<file path="src/rtl/rssr_params.svh">
// Purpose: Offsets, field positions and reset values of the receiver and sensor status bank
// Assumes: Byte addresses are four times the printed register index
// Notes:   Definitions only
`ifndef RSSR_PARAMS_SVH
`define RSSR_PARAMS_SVH

`define RSSR_IDX_GAIN_STATE   8'h2D
`define RSSR_IDX_CAP_CTRL     8'h2E
`define RSSR_IDX_CAP_RESULT   8'h2F
`define RSSR_IDX_AUX_STATUS   8'h30
`define RSSR_IDX_IRQ_STATUS   8'h40
`define RSSR_IDX_IRQ_MASK     8'h41
`define RSSR_IDX_COMMAND      8'h42

`define RSSR_RESET_BYTE       8'h00
`define RSSR_CMD_SET_DEFAULT  8'hC1
`define RSSR_PSLVERR_UNMAPPED 1'b1

`define RSSR_AM_MSB           7
`define RSSR_AM_LSB           4
`define RSSR_PM_MSB           3
`define RSSR_PM_LSB           0
`define RSSR_CAL_MSB          7
`define RSSR_CAL_LSB          3
`define RSSR_CAL_END_BIT      2
`define RSSR_CAL_ERR_BIT      1
`define RSSR_GAIN_MSB         2
`define RSSR_GAIN_LSB         0
`define RSSR_CAL_AUTO_CODE    5'h00
// Sensor settings for an all-zero control byte: auto calibration, valid gain
`define RSSR_CFG_RESET        10'h201

`define RSSR_IRQ_CAL_END      0
`define RSSR_IRQ_CAL_ERR      1
`define RSSR_IRQ_FIELD_ON     2
`define RSSR_IRQ_OSC_OK       3
`define RSSR_IRQ_RX_START     4
`define RSSR_IRQ_WIDTH        5

`define RSSR_SYNC_WIDTH       13
`endif

</file>
<file path="src/rtl/rssr_pkg.sv">
// Purpose: Types of the receiver and sensor status bank
// Assumes: rssr_params.svh holds all numbers except the gain and bus state codes defined here
// Notes:   Groups of front end status travel as packed structs
package rssr_pkg;

    // Capacitive sensor gain codes, typical V/pF
    typedef enum logic [2:0] {
        RSSR_GAIN_2P8  = 3'b000,
        RSSR_GAIN_6P5  = 3'b001,
        RSSR_GAIN_1P1  = 3'b010,
        RSSR_GAIN_0P5  = 3'b100,
        RSSR_GAIN_0P35 = 3'b110
    } rssr_gain_t;

    // Live state from the analog and framing logic
    typedef struct packed {
        logic [3:0] am_gain_cut;
        logic [3:0] pm_gain_cut;
        logic       pm_selected;
        logic       field_detected;
        logic       tx_active;
        logic       osc_stable;
        logic       rx_enabled;
        logic       rx_busy;
        logic       peer_detect_active;
        logic       collision_avoid_active;
    } rssr_frontend_t;

    // Calibration engine report
    typedef struct packed {
        logic [4:0] cal_value;
        logic       cal_done;
        logic       cal_error;
    } rssr_cal_t;

    // Settings driven to the capacitive sensor
    typedef struct packed {
        logic       auto_cal;
        logic [4:0] manual_cal;
        logic [2:0] gain;
        logic       gain_valid;
    } rssr_sensor_cfg_t;

    typedef enum logic [1:0] {
        RSSR_APB_IDLE   = 2'b00,
        RSSR_APB_ACCESS = 2'b01
    } rssr_apb_state_t;

endpackage : rssr_pkg

</file>
<file path="src/rtl/rssr_regs.sv">
// Purpose: APB register bank for receiver gain, capacitive sensor and auxiliary status
// Assumes: Front end and calibration inputs come from other clock domains
// Notes:   Zero wait state APB slave; read-clear interrupt status
//
// How it works
// - Gain state bits 7..4 show the live AM second stage gain cut, MSB on top.
// - Gain state bits 3..0 show the live PM second stage gain cut, MSB on top.
// - All four registers read zero after reset; set-default clears them, but the three status registers reload live state on the next cycle.
// - A zero manual calibration code selects automatic calibration, else it is applied.
// - Calibration codes are binary weighted at 0.1 pF per step, 31 steps to 3.1 pF.
// - Gain codes 000,001,010,100,110 are valid sensor gains; other codes are unused.
// - Result register holds calibration value in 7..3, done in bit 2, error in bit 1.
// - Auxiliary bit 6 mirrors the external field detector.
// - Auxiliary bit 5 is set while the transmitter sends.
// - Auxiliary bit 4 is set only when the crystal oscillator runs stable.
// - Auxiliary bit 3 is set while the receive decoder is enabled.
// - Auxiliary bit 2 is set while the receive decoder takes in a message.
// - Auxiliary bit 1 is set while field detection runs in peer detection mode.
// - Auxiliary bit 0 is set while field detection runs in collision avoidance mode.
`timescale 1ns/1ns
`include "rssr_params.svh"

module rssr_regs (
    input  wire logic                     pclk,
    input  wire logic                     presetn,
    input  wire logic                     clk_en,
    input  wire logic                     psel,
    input  wire logic                     penable,
    input  wire logic                     pwrite,
    input  wire logic [11:0]              paddr,
    input  wire logic [31:0]              pwdata,
    input  wire logic [3:0]               pstrb,
    output logic      [31:0]              prdata,
    output logic                          pready,
    output logic                          pslverr,
    input  wire rssr_pkg::rssr_frontend_t frontend,
    input  wire rssr_pkg::rssr_cal_t      cal_report,
    output rssr_pkg::rssr_sensor_cfg_t    sensor_cfg,
    output logic                          irq
);
    import rssr_pkg::*;

    //--------------------------------------------------------------
    // Address decode
    //--------------------------------------------------------------
    localparam int AW = 12;

    function automatic logic addr_is(input logic [AW-1:0] a, input logic [7:0] idx);
        addr_is = (a == {2'b00, idx, 2'b00});
    endfunction : addr_is

    function automatic logic addr_mapped(input logic [AW-1:0] a);
        addr_mapped = addr_is(a, `RSSR_IDX_GAIN_STATE) || addr_is(a, `RSSR_IDX_CAP_CTRL)
                   || addr_is(a, `RSSR_IDX_CAP_RESULT) || addr_is(a, `RSSR_IDX_AUX_STATUS)
                   || addr_is(a, `RSSR_IDX_IRQ_STATUS) || addr_is(a, `RSSR_IDX_IRQ_MASK)
                   || addr_is(a, `RSSR_IDX_COMMAND);
    endfunction : addr_mapped

    // Gain code legality
    function automatic logic gain_ok(input logic [2:0] g);
        case (g)
            RSSR_GAIN_2P8, RSSR_GAIN_6P5, RSSR_GAIN_1P1,
            RSSR_GAIN_0P5, RSSR_GAIN_0P35: gain_ok = 1'b1;
            default:                       gain_ok = 1'b0;
        endcase
    endfunction : gain_ok

    //--------------------------------------------------------------
    // Input synchronisers, three stages
    //--------------------------------------------------------------
    localparam int SW = `RSSR_SYNC_WIDTH;
    logic [SW-1:0] raw_in;
    logic [SW-1:0] sync1;
    logic [SW-1:0] sync2;
    logic [SW-1:0] sync3;
    logic [SW-1:0] stable;

    assign raw_in = {frontend.pm_selected, frontend.field_detected, frontend.tx_active,
                     frontend.osc_stable, frontend.rx_enabled, frontend.rx_busy,
                     frontend.peer_detect_active, frontend.collision_avoid_active,
                     cal_report.cal_done, cal_report.cal_error,
                     frontend.am_gain_cut[0], frontend.pm_gain_cut[0], 1'b0};

    always_ff @(posedge pclk or negedge presetn) begin
        if (!presetn) begin
            sync1 <= '0;
            sync2 <= '0;
            sync3 <= '0;
        end else if (clk_en) begin
            sync1 <= raw_in;
            sync2 <= sync1;
            sync3 <= sync2;
        end
    end

    // Change taken once stages two and three agree
    genvar gi;
    generate
        for (gi = 0; gi < SW; gi++) begin : g_stable
            always_ff @(posedge pclk or negedge presetn) begin
                if (!presetn) begin
                    stable[gi] <= 1'b0;
                end else if (clk_en && (sync2[gi] == sync3[gi])) begin
                    stable[gi] <= sync3[gi];
                end
            end
        end
    endgenerate

    // Multi-bit codes: three stage pipes, accepted when two samples agree
    logic [15:0] code_s1;
    logic [15:0] code_s2;
    logic [15:0] code_s3;
    logic [15:0] code_ok;

    always_ff @(posedge pclk or negedge presetn) begin
        if (!presetn) begin
            code_s1 <= '0;
            code_s2 <= '0;
            code_s3 <= '0;
            code_ok <= '0;
        end else if (clk_en) begin
            code_s1 <= {frontend.am_gain_cut, frontend.pm_gain_cut, cal_report.cal_value,
                        3'b000};
            code_s2 <= code_s1;
            code_s3 <= code_s2;
            if (code_s2 == code_s3) begin
                code_ok <= code_s3;
            end
        end
    end

    //--------------------------------------------------------------
    // Registers
    //--------------------------------------------------------------
    logic [7:0]                cap_sensor_control;
    logic [7:0]                receive_gain_reduction_state;
    logic [7:0]                cap_sensor_result;
    logic [7:0]                auxiliary_status;
    logic [`RSSR_IRQ_WIDTH-1:0] irq_status;
    logic [`RSSR_IRQ_WIDTH-1:0] irq_mask;
    logic                      set_default;
    logic                      wr_access;
    logic                      rd_access;
    logic [`RSSR_IRQ_WIDTH-1:0] events;
    logic [`RSSR_IRQ_WIDTH-1:0] prev_level;
    logic [`RSSR_IRQ_WIDTH-1:0] cur_level;
    rssr_apb_state_t           apb_state;

    assign wr_access = psel && !penable && pwrite && clk_en;
    assign rd_access = psel && !penable && !pwrite && clk_en;
    assign set_default = wr_access && addr_is(paddr, `RSSR_IDX_COMMAND) && pstrb[0]
                      && (pwdata[7:0] == `RSSR_CMD_SET_DEFAULT);

    // Writable control register
    always_ff @(posedge pclk or negedge presetn) begin
        if (!presetn) begin
            cap_sensor_control <= `RSSR_RESET_BYTE;
        end else if (set_default) begin
            cap_sensor_control <= `RSSR_RESET_BYTE;
        end else if (wr_access && addr_is(paddr, `RSSR_IDX_CAP_CTRL) && pstrb[0]) begin
            cap_sensor_control <= pwdata[7:0];
        end
    end

    // Live status snapshots; only the set-default command reaches them from the bus
    always_ff @(posedge pclk or negedge presetn) begin
        if (!presetn) begin
            receive_gain_reduction_state <= `RSSR_RESET_BYTE;
            cap_sensor_result            <= `RSSR_RESET_BYTE;
            auxiliary_status             <= `RSSR_RESET_BYTE;
        end else if (set_default) begin
            receive_gain_reduction_state <= `RSSR_RESET_BYTE;
            cap_sensor_result            <= `RSSR_RESET_BYTE;
            auxiliary_status             <= `RSSR_RESET_BYTE;
        end else if (clk_en) begin
            receive_gain_reduction_state[`RSSR_AM_MSB:`RSSR_AM_LSB] <= code_ok[15:12];
            receive_gain_reduction_state[`RSSR_PM_MSB:`RSSR_PM_LSB] <= code_ok[11:8];
            cap_sensor_result[`RSSR_CAL_MSB:`RSSR_CAL_LSB] <= code_ok[7:3];
            cap_sensor_result[`RSSR_CAL_END_BIT] <= stable[4];
            cap_sensor_result[`RSSR_CAL_ERR_BIT] <= stable[3];
            cap_sensor_result[0]                 <= 1'b0;
            auxiliary_status[7] <= stable[12];
            auxiliary_status[6] <= stable[11];
            auxiliary_status[5] <= stable[10];
            auxiliary_status[4] <= stable[9];
            auxiliary_status[3] <= stable[8];
            auxiliary_status[2] <= stable[7];
            auxiliary_status[1] <= stable[6];
            auxiliary_status[0] <= stable[5];
        end
    end

    // Sensor settings out
    always_ff @(posedge pclk or negedge presetn) begin
        if (!presetn) begin
            sensor_cfg <= `RSSR_CFG_RESET;
        end else if (clk_en) begin
            sensor_cfg.manual_cal <= cap_sensor_control[`RSSR_CAL_MSB:`RSSR_CAL_LSB];
            sensor_cfg.auto_cal   <= (cap_sensor_control[`RSSR_CAL_MSB:`RSSR_CAL_LSB]
                                      == `RSSR_CAL_AUTO_CODE);
            sensor_cfg.gain       <= cap_sensor_control[`RSSR_GAIN_MSB:`RSSR_GAIN_LSB];
            sensor_cfg.gain_valid <= gain_ok(
                cap_sensor_control[`RSSR_GAIN_MSB:`RSSR_GAIN_LSB]);
        end
    end

    //--------------------------------------------------------------
    // Interrupts: rising edges of status levels
    //--------------------------------------------------------------
    assign cur_level = {stable[7], stable[9], stable[11], stable[3], stable[4]};

    always_ff @(posedge pclk or negedge presetn) begin
        if (!presetn) begin
            prev_level <= '0;
        end else if (clk_en) begin
            prev_level <= cur_level;
        end
    end

    assign events = cur_level & ~prev_level & {`RSSR_IRQ_WIDTH{clk_en}};

    // Set wins over the read clear
    always_ff @(posedge pclk or negedge presetn) begin
        if (!presetn) begin
            irq_status <= '0;
        end else if (rd_access && addr_is(paddr, `RSSR_IDX_IRQ_STATUS)) begin
            irq_status <= events;
        end else begin
            irq_status <= irq_status | events;
        end
    end

    always_ff @(posedge pclk or negedge presetn) begin
        if (!presetn) begin
            irq_mask <= '0;
        end else if (wr_access && addr_is(paddr, `RSSR_IDX_IRQ_MASK) && pstrb[0]) begin
            irq_mask <= pwdata[`RSSR_IRQ_WIDTH-1:0];
        end
    end

    always_ff @(posedge pclk or negedge presetn) begin
        if (!presetn) begin
            irq <= 1'b0;
        end else if (clk_en) begin
            irq <= |(irq_status & irq_mask);
        end
    end

    //--------------------------------------------------------------
    // APB answer: data latched in setup, ready in access
    //--------------------------------------------------------------
    always_ff @(posedge pclk or negedge presetn) begin
        if (!presetn) begin
            apb_state <= RSSR_APB_IDLE;
            prdata    <= '0;
            pready    <= 1'b0;
            pslverr   <= 1'b0;
        end else if (clk_en) begin
            case (apb_state)
                RSSR_APB_IDLE: begin
                    pready  <= 1'b0;
                    pslverr <= 1'b0;
                    if (psel && !penable) begin
                        apb_state <= RSSR_APB_ACCESS;
                        pready    <= 1'b1;
                        pslverr   <= addr_mapped(paddr) ? 1'b0 : `RSSR_PSLVERR_UNMAPPED;
                        prdata    <= '0;
                        if (!pwrite) begin
                            if (addr_is(paddr, `RSSR_IDX_GAIN_STATE)) begin
                                prdata[7:0] <= receive_gain_reduction_state;
                            end else if (addr_is(paddr, `RSSR_IDX_CAP_CTRL)) begin
                                prdata[7:0] <= cap_sensor_control;
                            end else if (addr_is(paddr, `RSSR_IDX_CAP_RESULT)) begin
                                prdata[7:0] <= cap_sensor_result;
                            end else if (addr_is(paddr, `RSSR_IDX_AUX_STATUS)) begin
                                prdata[7:0] <= auxiliary_status;
                            end else if (addr_is(paddr, `RSSR_IDX_IRQ_STATUS)) begin
                                prdata[`RSSR_IRQ_WIDTH-1:0] <= irq_status;
                            end else if (addr_is(paddr, `RSSR_IDX_IRQ_MASK)) begin
                                prdata[`RSSR_IRQ_WIDTH-1:0] <= irq_mask;
                            end
                        end
                    end
                end
                RSSR_APB_ACCESS: begin
                    apb_state <= RSSR_APB_IDLE;
                    pready    <= 1'b0;
                    pslverr   <= 1'b0;
                end
                default: begin
                    apb_state <= RSSR_APB_IDLE;
                    pready    <= 1'b0;
                end
            endcase
        end
    end

endmodule : rssr_regs

</file>
<file path="config.mk">
export PLATFORM = sky130hd
export DESIGN_NAME = rssr_regs
export DESIGN_NICKNAME = d
export VERILOG_FILES = /design/src/rtl/rssr_pkg.sv /design/src/rtl/rssr_regs.sv
export VERILOG_INCLUDE_DIRS = /design/src /design/src/rtl
export SDC_FILE = /design/constraint.sdc
export NUM_CORES = 1
export LEC_CHECK = 0
export BUFFER_PORTS_ARGS = -buffer_cell sky130_fd_sc_hd__buf_2
export CELL_PAD_IN_SITES_DETAIL_PLACEMENT = 1
export CELL_PAD_IN_SITES_GLOBAL_PLACEMENT = 2
export CORE_ASPECT_RATIO = 2
export CORE_MARGIN = 2
export CORE_UTILIZATION = 28
export CTS_BUF_LIST = sky130_fd_sc_hd__clkbuf_8
export CTS_CLUSTER_SIZE = 30
export DETAILED_ROUTE_END_ITERATION = 8
export HOLD_SLACK_MARGIN = 0.08
export PLACE_DENSITY = 0.64
export SLEW_MARGIN = 30
export SYNTH_ARGS = -nofsm -noshare
export SYNTH_HDL_FRONTEND = slang
export SYNTH_SLANG_ARGS = --single-unit
export TNS_END_PERCENT = 50
</file>
<file path="constraint.sdc">
create_clock -name pclk -period 2.3 [get_ports pclk]
set_input_delay 0 -clock pclk [delete_from_list [all_inputs] [get_ports pclk]]
set_output_delay 0 -clock pclk [all_outputs]
set_load 0.01 [all_outputs]
</file>
==> results of run 1 <==
==> layout by cell type, fill, tap and decap left out, drive strengths merged, types with 2 or more instances in the layout <==
master,count
buf,85
and4,2
inv,12
nand2b,15
a21oi,29
and4b,2
nand2,14
dfstp,2
o2bb2ai,5
nand4,5
dlygate4sd3,42
nor4,7
mux2i,20
xor2,4
nor2b,5
nor3,3
nand3,9
nor4b,3
xnor2,10
a2bb2o,2
mux2,98
or3,2
conb,24
clkbuf,19
a221oi,4
nor2,37
a22oi,8
dfrtp,158
a221o,3
a22o,8
o21ai,20
clkinv,7
==> power by group through the flow <==
stage               Clock (mW)  Combinational [mW]  Sequential [mW]
finish                    1.73               0.788             3.39
global route              1.93               0.888             3.45
CTS                       1.82               0.812             3.40
detailed placement           0               0.750             3.45
global placement             0               0.708             3.43
floorplan                    0               0.543             3.36
==> stage by stage <==
step	area, sq um	hold slack (ps)
after global routing	8420	200
after floorplan	7060	-296
after global placement	7690	6.71
final	8420	149
after detailed placement	7690	9.15
after CTS	8420	120
==> routing by layer <==
metal | up-vias | global-route usage [%]
met4 | 0 | 5.76
met3 | 18 | 2.53
met1 | 2339 | 14.4
met5 | - | 0
met2 | 95 | 25.7
li1 | 2159 | -
==> repair_timing <==
item                                    in CTS  in global routing
endpoints found under the setup margin       0                  0
buffers inserted                             0                  0
hold endpoints to repair                   202                  0
hold buffers                                42                  0
==> path summary, 6_finish.rpt <==
check	end	slack [ps]
hold / removal	prdata[7]	150
max in group asynchronous	code_s1[8]	710
setup reg to reg	prdata[0]	450
min in group asynchronous	code_s1[12]	610
hold reg to reg	irq_status[0]	450
setup / recovery	prdata[0]	450
==> registers in the layout, indices dropped and copies added, names as in the netlist, 7 cells and up <==
| signal | count |
|---|---|
| code_s3 | 13 |
| code_ok | 13 |
| code_s2 | 13 |
| sync3 | 10 |
| cap_sensor_control | 8 |
| receive_gain_reduction_state | 8 |
| code_s1 | 13 |
| auxiliary_status | 8 |
| prdata | 8 |
| sensor_cfg | 10 |
| sync2 | 10 |
| cap_sensor_result | 7 |
| sync1 | 10 |
==> cell families after synthesis <==
group / Yosys count / share of synthesized area (%)
DFF: 160 / 57.4
muxes: 118 / 18.7
and+or+nand+nor: 109 / 9.32
AOI/OAI and AO/OA: 87 / 8.12
buffers and inverters: 59 / 4.64
xor gates and xnor gates: 14 / 1.76
other: 1 / 0.0537
==> critical path, delay by kind of cell, from the launching register on <==
family | cells | cell delay [ps]
simple gates | 2 | 490
compound gates | 2 | 120
flops | 1 | 380
buf+inv | 2 | 790
==> cell type report <==
type	count	area [sq um]
clock buffers	19	262
flip-flops and latches	160	4010
fillers	2730	16100
multi-input cells	352	2730
clock inverters	10	50.0
inverters	10	37.5
repair buffers	127	917
well taps	332	415
==> flow_summary.toml, run 1 <==
[run_status]
status = "complete, no violations"

[clock_network]
cts_tree = "done"
clkSinkCount = 160
numCtsBuffers = 17
h-tree-depth = 4
insertion_delay_ps = 460
clockBufferDepth = 2
cts-root-buf = "clkbuf_8"
clk_pin_slew_ps = 80
cts_resized = 0

[route]
drt-initial-drc-count = 136
ant_nets = 0
dr.pass1.iters = 4
drt_wl_total_mm = 16.9
avgViaCountPerCell = 4.57
num_vias = 4611
drt-met1-wl_mm = 6.63
wl_per_cell_um = 16.8
wl_met2_mm = 9.38
met3_length_um = 450
top_layer = "met4"
drc = 0

[cells_and_area]
utilization_pct = 34.3
fin_nets = 745
drive_gt1_share_pct = 31.3
stdcell_count = 1010
antenna-diode-count = 0
area_growth_pct = 20.7

[min_path]
hold_path_depth = 6
hold_path_class = "input port to flip-flop"
hold_start = "paddr[10]"

[synthesis]
yosysMostFrequentCell = "dfrtp_1"
syn_area_sq_um = 6980
synthTopCellsByArea = "dfrtp_1 (57%), mux2_2 (14%), mux2i_1 (2.9%)"
synth_enable_flop_cells = 0
synth-seq-area-share_pct = 57.4
yosysTopAreaCell = "dfrtp_1"
ys_ff_latch = 160
syn_inst = 548
synth_area_per_cell_sq_um = 12.7
synth_common_cells = "dfrtp_1 (158), mux2_2 (88), nor2_1 (36)"
synth_cell_type_count = 53
synth_top_flop_cell = "dfrtp_1"
yosys_warnings = 0
yosysTopAreaCellShare_pct = 56.7
synth-async-reset-ratio_pct = 100

[timing]
fin_crit_sh_pct = 80.4
tns_ps = 0
skew_ps = 8.93
hold_violations = 0
worst_pin_slew_ps = 736
fin_ws_ps = 450
rsz0062_at_grt = "no"
fmax_ghz = 0.541
finalSetupViolCount = 0
maxSlewHeadroom_pct = 50.9
drv_slew = 0
min_period_ps = 1850

[power]
comb_power_share_pct = 13.3
p_sw_share_pct = 27.0
clockPowerShare_pct = 29.3
seqPwrFrac_pct = 57.4
leakage_nw = 3.84
p_per_area_nw_per_um2 = 702
finalPower_mw = 5.92
power_switching_mw = 1.60
ir_drop_mv = 0.279
p_int_mw = 4.32

[floorplan]
core_sq_um = 24500
row_count = 81
ios = 122
die_y_um = 227
die_area_sq_um = 26300
die_x_um = 116
initial_core_util_pct = 28.5

[worst_setup_path]
crit_path_start_kind = "flip-flop"
worst-path-max-fanout = 13
critical_path_class = "flip-flop to flip-flop"
cp_slowest_cell = "dlygate4sd3_1"
crit_path_start = "apb_state[0]"
arrival_ps = 2250
r2r-start = "apb_state[0]"
reg2reg_depth = 6
endpoint_kind = "flip-flop"
path_cells = "nand4bb_1 > buf_4 > nor4_1 > a21oi_1 > o31ai_1 > dlygate4sd3_1"
cp.required_ps = 2700
max_stage_delay_ps = 570

[grt]
grt_pass1_vias = 5027
grt_usage_pct = 13.6
grt_max_degree = 98
grt_overflow = 0
antenna_found_initial = 0
grt_pass1_wl_mm = 27.1

[place]
hpwl_mm = 12.5
port-buffer-count = 70
pre_cts_ws_ps = 474
gp_congestion = 0.828
dpl.cell_count = 939

[run]
maxCapViolations = 0
(Power assumes the default switching activity.)
==> run 2, diff against run 1 <==
--- a/config.mk
+++ b/config.mk
@@ -6,6 +6,7 @@
 export SDC_FILE = /design/constraint.sdc
 export NUM_CORES = 1
 export LEC_CHECK = 0
+export ABC_AREA = 1
 export BUFFER_PORTS_ARGS = -buffer_cell sky130_fd_sc_hd__buf_2
 export CELL_PAD_IN_SITES_DETAIL_PLACEMENT = 1
 export CELL_PAD_IN_SITES_GLOBAL_PLACEMENT = 2
@@ -16,7 +17,7 @@
 export CTS_CLUSTER_SIZE = 30
 export DETAILED_ROUTE_END_ITERATION = 8
 export HOLD_SLACK_MARGIN = 0.08
-export PLACE_DENSITY = 0.64
+export PLACE_DENSITY = 0.71
 export SLEW_MARGIN = 30
 export SYNTH_ARGS = -nofsm -noshare
 export SYNTH_HDL_FRONTEND = slang
==> constraint.sdc (replaced) <==
create_clock -name pclk -period 1.72 [get_ports pclk]
set_input_delay 0 -clock pclk [delete_from_list [all_inputs] [get_ports pclk]]
set_output_delay 0 -clock pclk [all_outputs]
set_load 0.01 [all_outputs]
==> run 2 against run 1 <==
Against the previous run: clock power is 69% higher; wire length is 14% higher; clock-buffer cell count is 1 lower; utilization is 1.3 points higher; critical endpoint is now irq_mask[3]; largest cell class unchanged.
==> flow_summary.toml, run 2 <==
[run_status]
status = "complete, no violations"

[worst_setup_path]
crit_path_start_kind = "input port"
cp_slowest_cell = "dlygate4sd3_1"
arrival_ps = 1950
r2r-start = "code_s3[15]"
reg2reg_slack_ps = 300
reg2reg_depth = 8
critical_path_class = "input port to flip-flop"
worst-path-max-fanout = 10
path_cells = "dlygate4sd3_1 > buf_2 > inv_1 > nor2_1 > nand2_1 > inv_2 > nand3_4 > nand2_1 > o21ai_1 > dlygate4sd3_1"
crit_path_start = "pwrite"
crit_buf_inv = 5
max_stage_delay_ps = 560
critPathTopFamily = "buffers and inverters"
r2r_end = "code_ok[8]"
endpoint_kind = "flip-flop"
cp.required_ps = 2080

[clock_network]
clkSinkCount = 160
post-cts-setup-buffers = 0
h-tree-depth = 4
cts-root-buf = "clkbuf_8"
numCtsBuffers = 17
insertion_delay_ps = 470
clockBufferDepth = 2
clk_pin_slew_ps = 90
cts_tree = "done"

[synthesis]
yosysMostFrequentCell = "nand2_1"
ys_ff_latch = 160
synth_enable_flop_cells = 0
synth_area_per_cell_sq_um = 8.28
synth_top_flop_cell = "dfrtp_1"
synth-seq-area-share_pct = 55.4
yosys_warnings = 0
yosysTopAreaCell = "dfrtp_1"
yosysTopAreaCellShare_pct = 54.7
syn_area_sq_um = 7230
synthTopCellsByArea = "dfrtp_1 (55%), nand2_1 (15%), inv_1 (5.0%)"
syn_inst = 873
synth_cell_type_count = 34
synth_common_cells = "nand2_1 (286), dfrtp_1 (158), inv_1 (96)"
synth-async-reset-ratio_pct = 100

[power]
comb_power_share_pct = 12.7
p_per_area_nw_per_um2 = 905
ir_drop_mv = 0.460
power_switching_mw = 2.25
clockPowerShare_pct = 35.5
finalPower_mw = 8.24
p_sw_share_pct = 27.3
seqPwrFrac_pct = 51.8
leakage_nw = 4.63
p_int_mw = 5.99

[place]
postPlaceCellArea_sq_um = 7930
gp_congestion = 0.794
hpwl_mm = 13.1
port-buffer-count = 70

[run]
maxCapViolations = 0

[timing]
drv_slew = 0
fin_crit_sh_pct = 92.5
tns_ps = 0
finalSetupViolCount = 0
fmax_ghz = 0.628
min_period_ps = 1590
skew_ps = 9.15
hold_violations = 0
maxSlewHeadroom_pct = 49.4
worst_pin_slew_ps = 757
rsz0062_at_grt = "no"

[grt]
grt_pass1_wl_mm = 32.3
use_met3_pct = 3.03
grt_max_degree = 117
grt_overflow = 0
use_met2_pct = 28.0
grt_pass1_vias = 6364
grt_usage_pct = 15.1
grtUsageMet1_pct = 16.1
busiest_layer = "met2"
antenna_found_initial = 1

[route]
drt-initial-drc-count = 267
ant_nets = 0
drt_wl_total_mm = 19.2
drc = 0
wl_per_cell_um = 14.0
num_vias = 6020
avgViaCountPerCell = 4.38
dr.pass1.iters = 4

[cells_and_area]
seq_area_sq_um = 4010
drive_gt1_share_pct = 14.3
area_growth_pct = 26.0
fin_area_sq_um = 9110
mostFrequentLayoutCell = "nand2_1"
multi_input_area_sq_um = 2590
fin_nets = 1097
nFillCells = 3125
layout_common_cells = "nand2_1 (286), dfrtp_1 (158), inv_1 (97)"

[floorplan]
die_area_sq_um = 27200
core_sq_um = 25500
ios = 122
row_count = 83
initial_core_util_pct = 28.3
die_y_um = 231
die_x_um = 118

[min_path]
hold_path_class = "input port to asynchronous set/reset pin"
[run 2: cell types whose count changed after synthesis, sizes merged, moves of 9 or more]
cell,previous run,this run
nand2,14,292
mux2,98,0
inv,10,101
o21ai,20,87
nand3,9,55
nor2,37,60
mux2i,20,0
nand2b,15,0
o22ai,1,16
xnor2,10,1
[run 2: worst register-to-register path, cell delays in order (launching register included)]
cell and delay, ps:
dfrtp_1 420, inv_1 80, o22ai_1 80, nor2_1 90, nand4_1 120, nor2_2 160, nand2_2 190, nand2_1 110
nand2_1 60
[run 2: stage by stage]
stage               hold WS [ps]  utilization (%)  instances  setup slack (ps)
finish                       115             35.7       1374               129
global route                 101             35.7       1374              28.9
CTS                         80.1             35.6       1373               110
detailed placement         -43.7             31.0       1266               215
global placement           -42.3             31.0       1266               235
floorplan                   -296                -        896               364
[run 2: worst max-delay path by stage]
| stage | cells past startpoint | endpoint | slack [ps] |
|---|---|---|---|
| 6_report | 10 | irq_mask[3] | 130 |
| 5_1_grt | 8 | irq_status[2] | 30 |
| 4_1_cts | 9 | irq_mask[4] | 110 |
| 3_5_place_dp | 8 | receive_gain_reduction_state[2] | 220 |
| 3_3_place_gp | 10 | prdata[2] | 240 |
| 2_1_floorplan | 7 | code_ok[9] | 360 |
[run 2: power by group through the flow]
| stage | clock network, mW | logic [mW] | registers [mW] |
|---|---|---|---|
| after floorplan | 0 | 0.598 | 4.30 |
| after global placement | 0 | 0.879 | 4.34 |
| after detailed placement | 0 | 0.908 | 4.35 |
| after CTS | 3.05 | 1.07 | 4.28 |
| after global routing | 3.20 | 1.22 | 4.32 |
| final | 2.93 | 1.05 | 4.27 |
[run 2: kinds of logic (layout without fill, tap and decap cells)]
family | after synthesis | in the layout | synth area share [%]
AO/OA/AOI/OAI | 135 | 135 | 9.79
XOR/XNOR | 1 | 1 | 0.121
buffers and inverters | 158 | 295 | 10.0
flip-flops | 160 | 160 | 55.4
other | 1 | 25 | 0.0519
AND/OR/NAND/NOR | 418 | 418 | 24.6
[run 2: timing repair]
| item | CTS | global route |
|---|---|---|
| endpoints found under the setup margin | 0 | 2 |
| resized for setup | 0 | 1 |
| hold endpoints to repair | 240 | 0 |
| hold buffers | 75 | 0 |
[run 2: cell type report]
cell class / instances / share of cell area [%]
antenna: 1 / 0.0275
clock buffer: 18 / 2.72
clock inverter: 14 / 1.81
inverter: 103 / 4.24
multi-input combinational: 578 / 28.5
sequential: 160 / 44.0
tap: 340 / 4.67
timing repair buffer: 160 / 14.1
[run 2: routing by layer]
| metal | up-vias | part of all wire [%] |
|---|---|---|
| met5 | - | 0 |
| met3 | 27 | 2.7 |
| met1 | 2893 | 39 |
| met4 | 0 | 3.4 |
| met2 | 106 | 54 |
| li1 | 2994 | - |
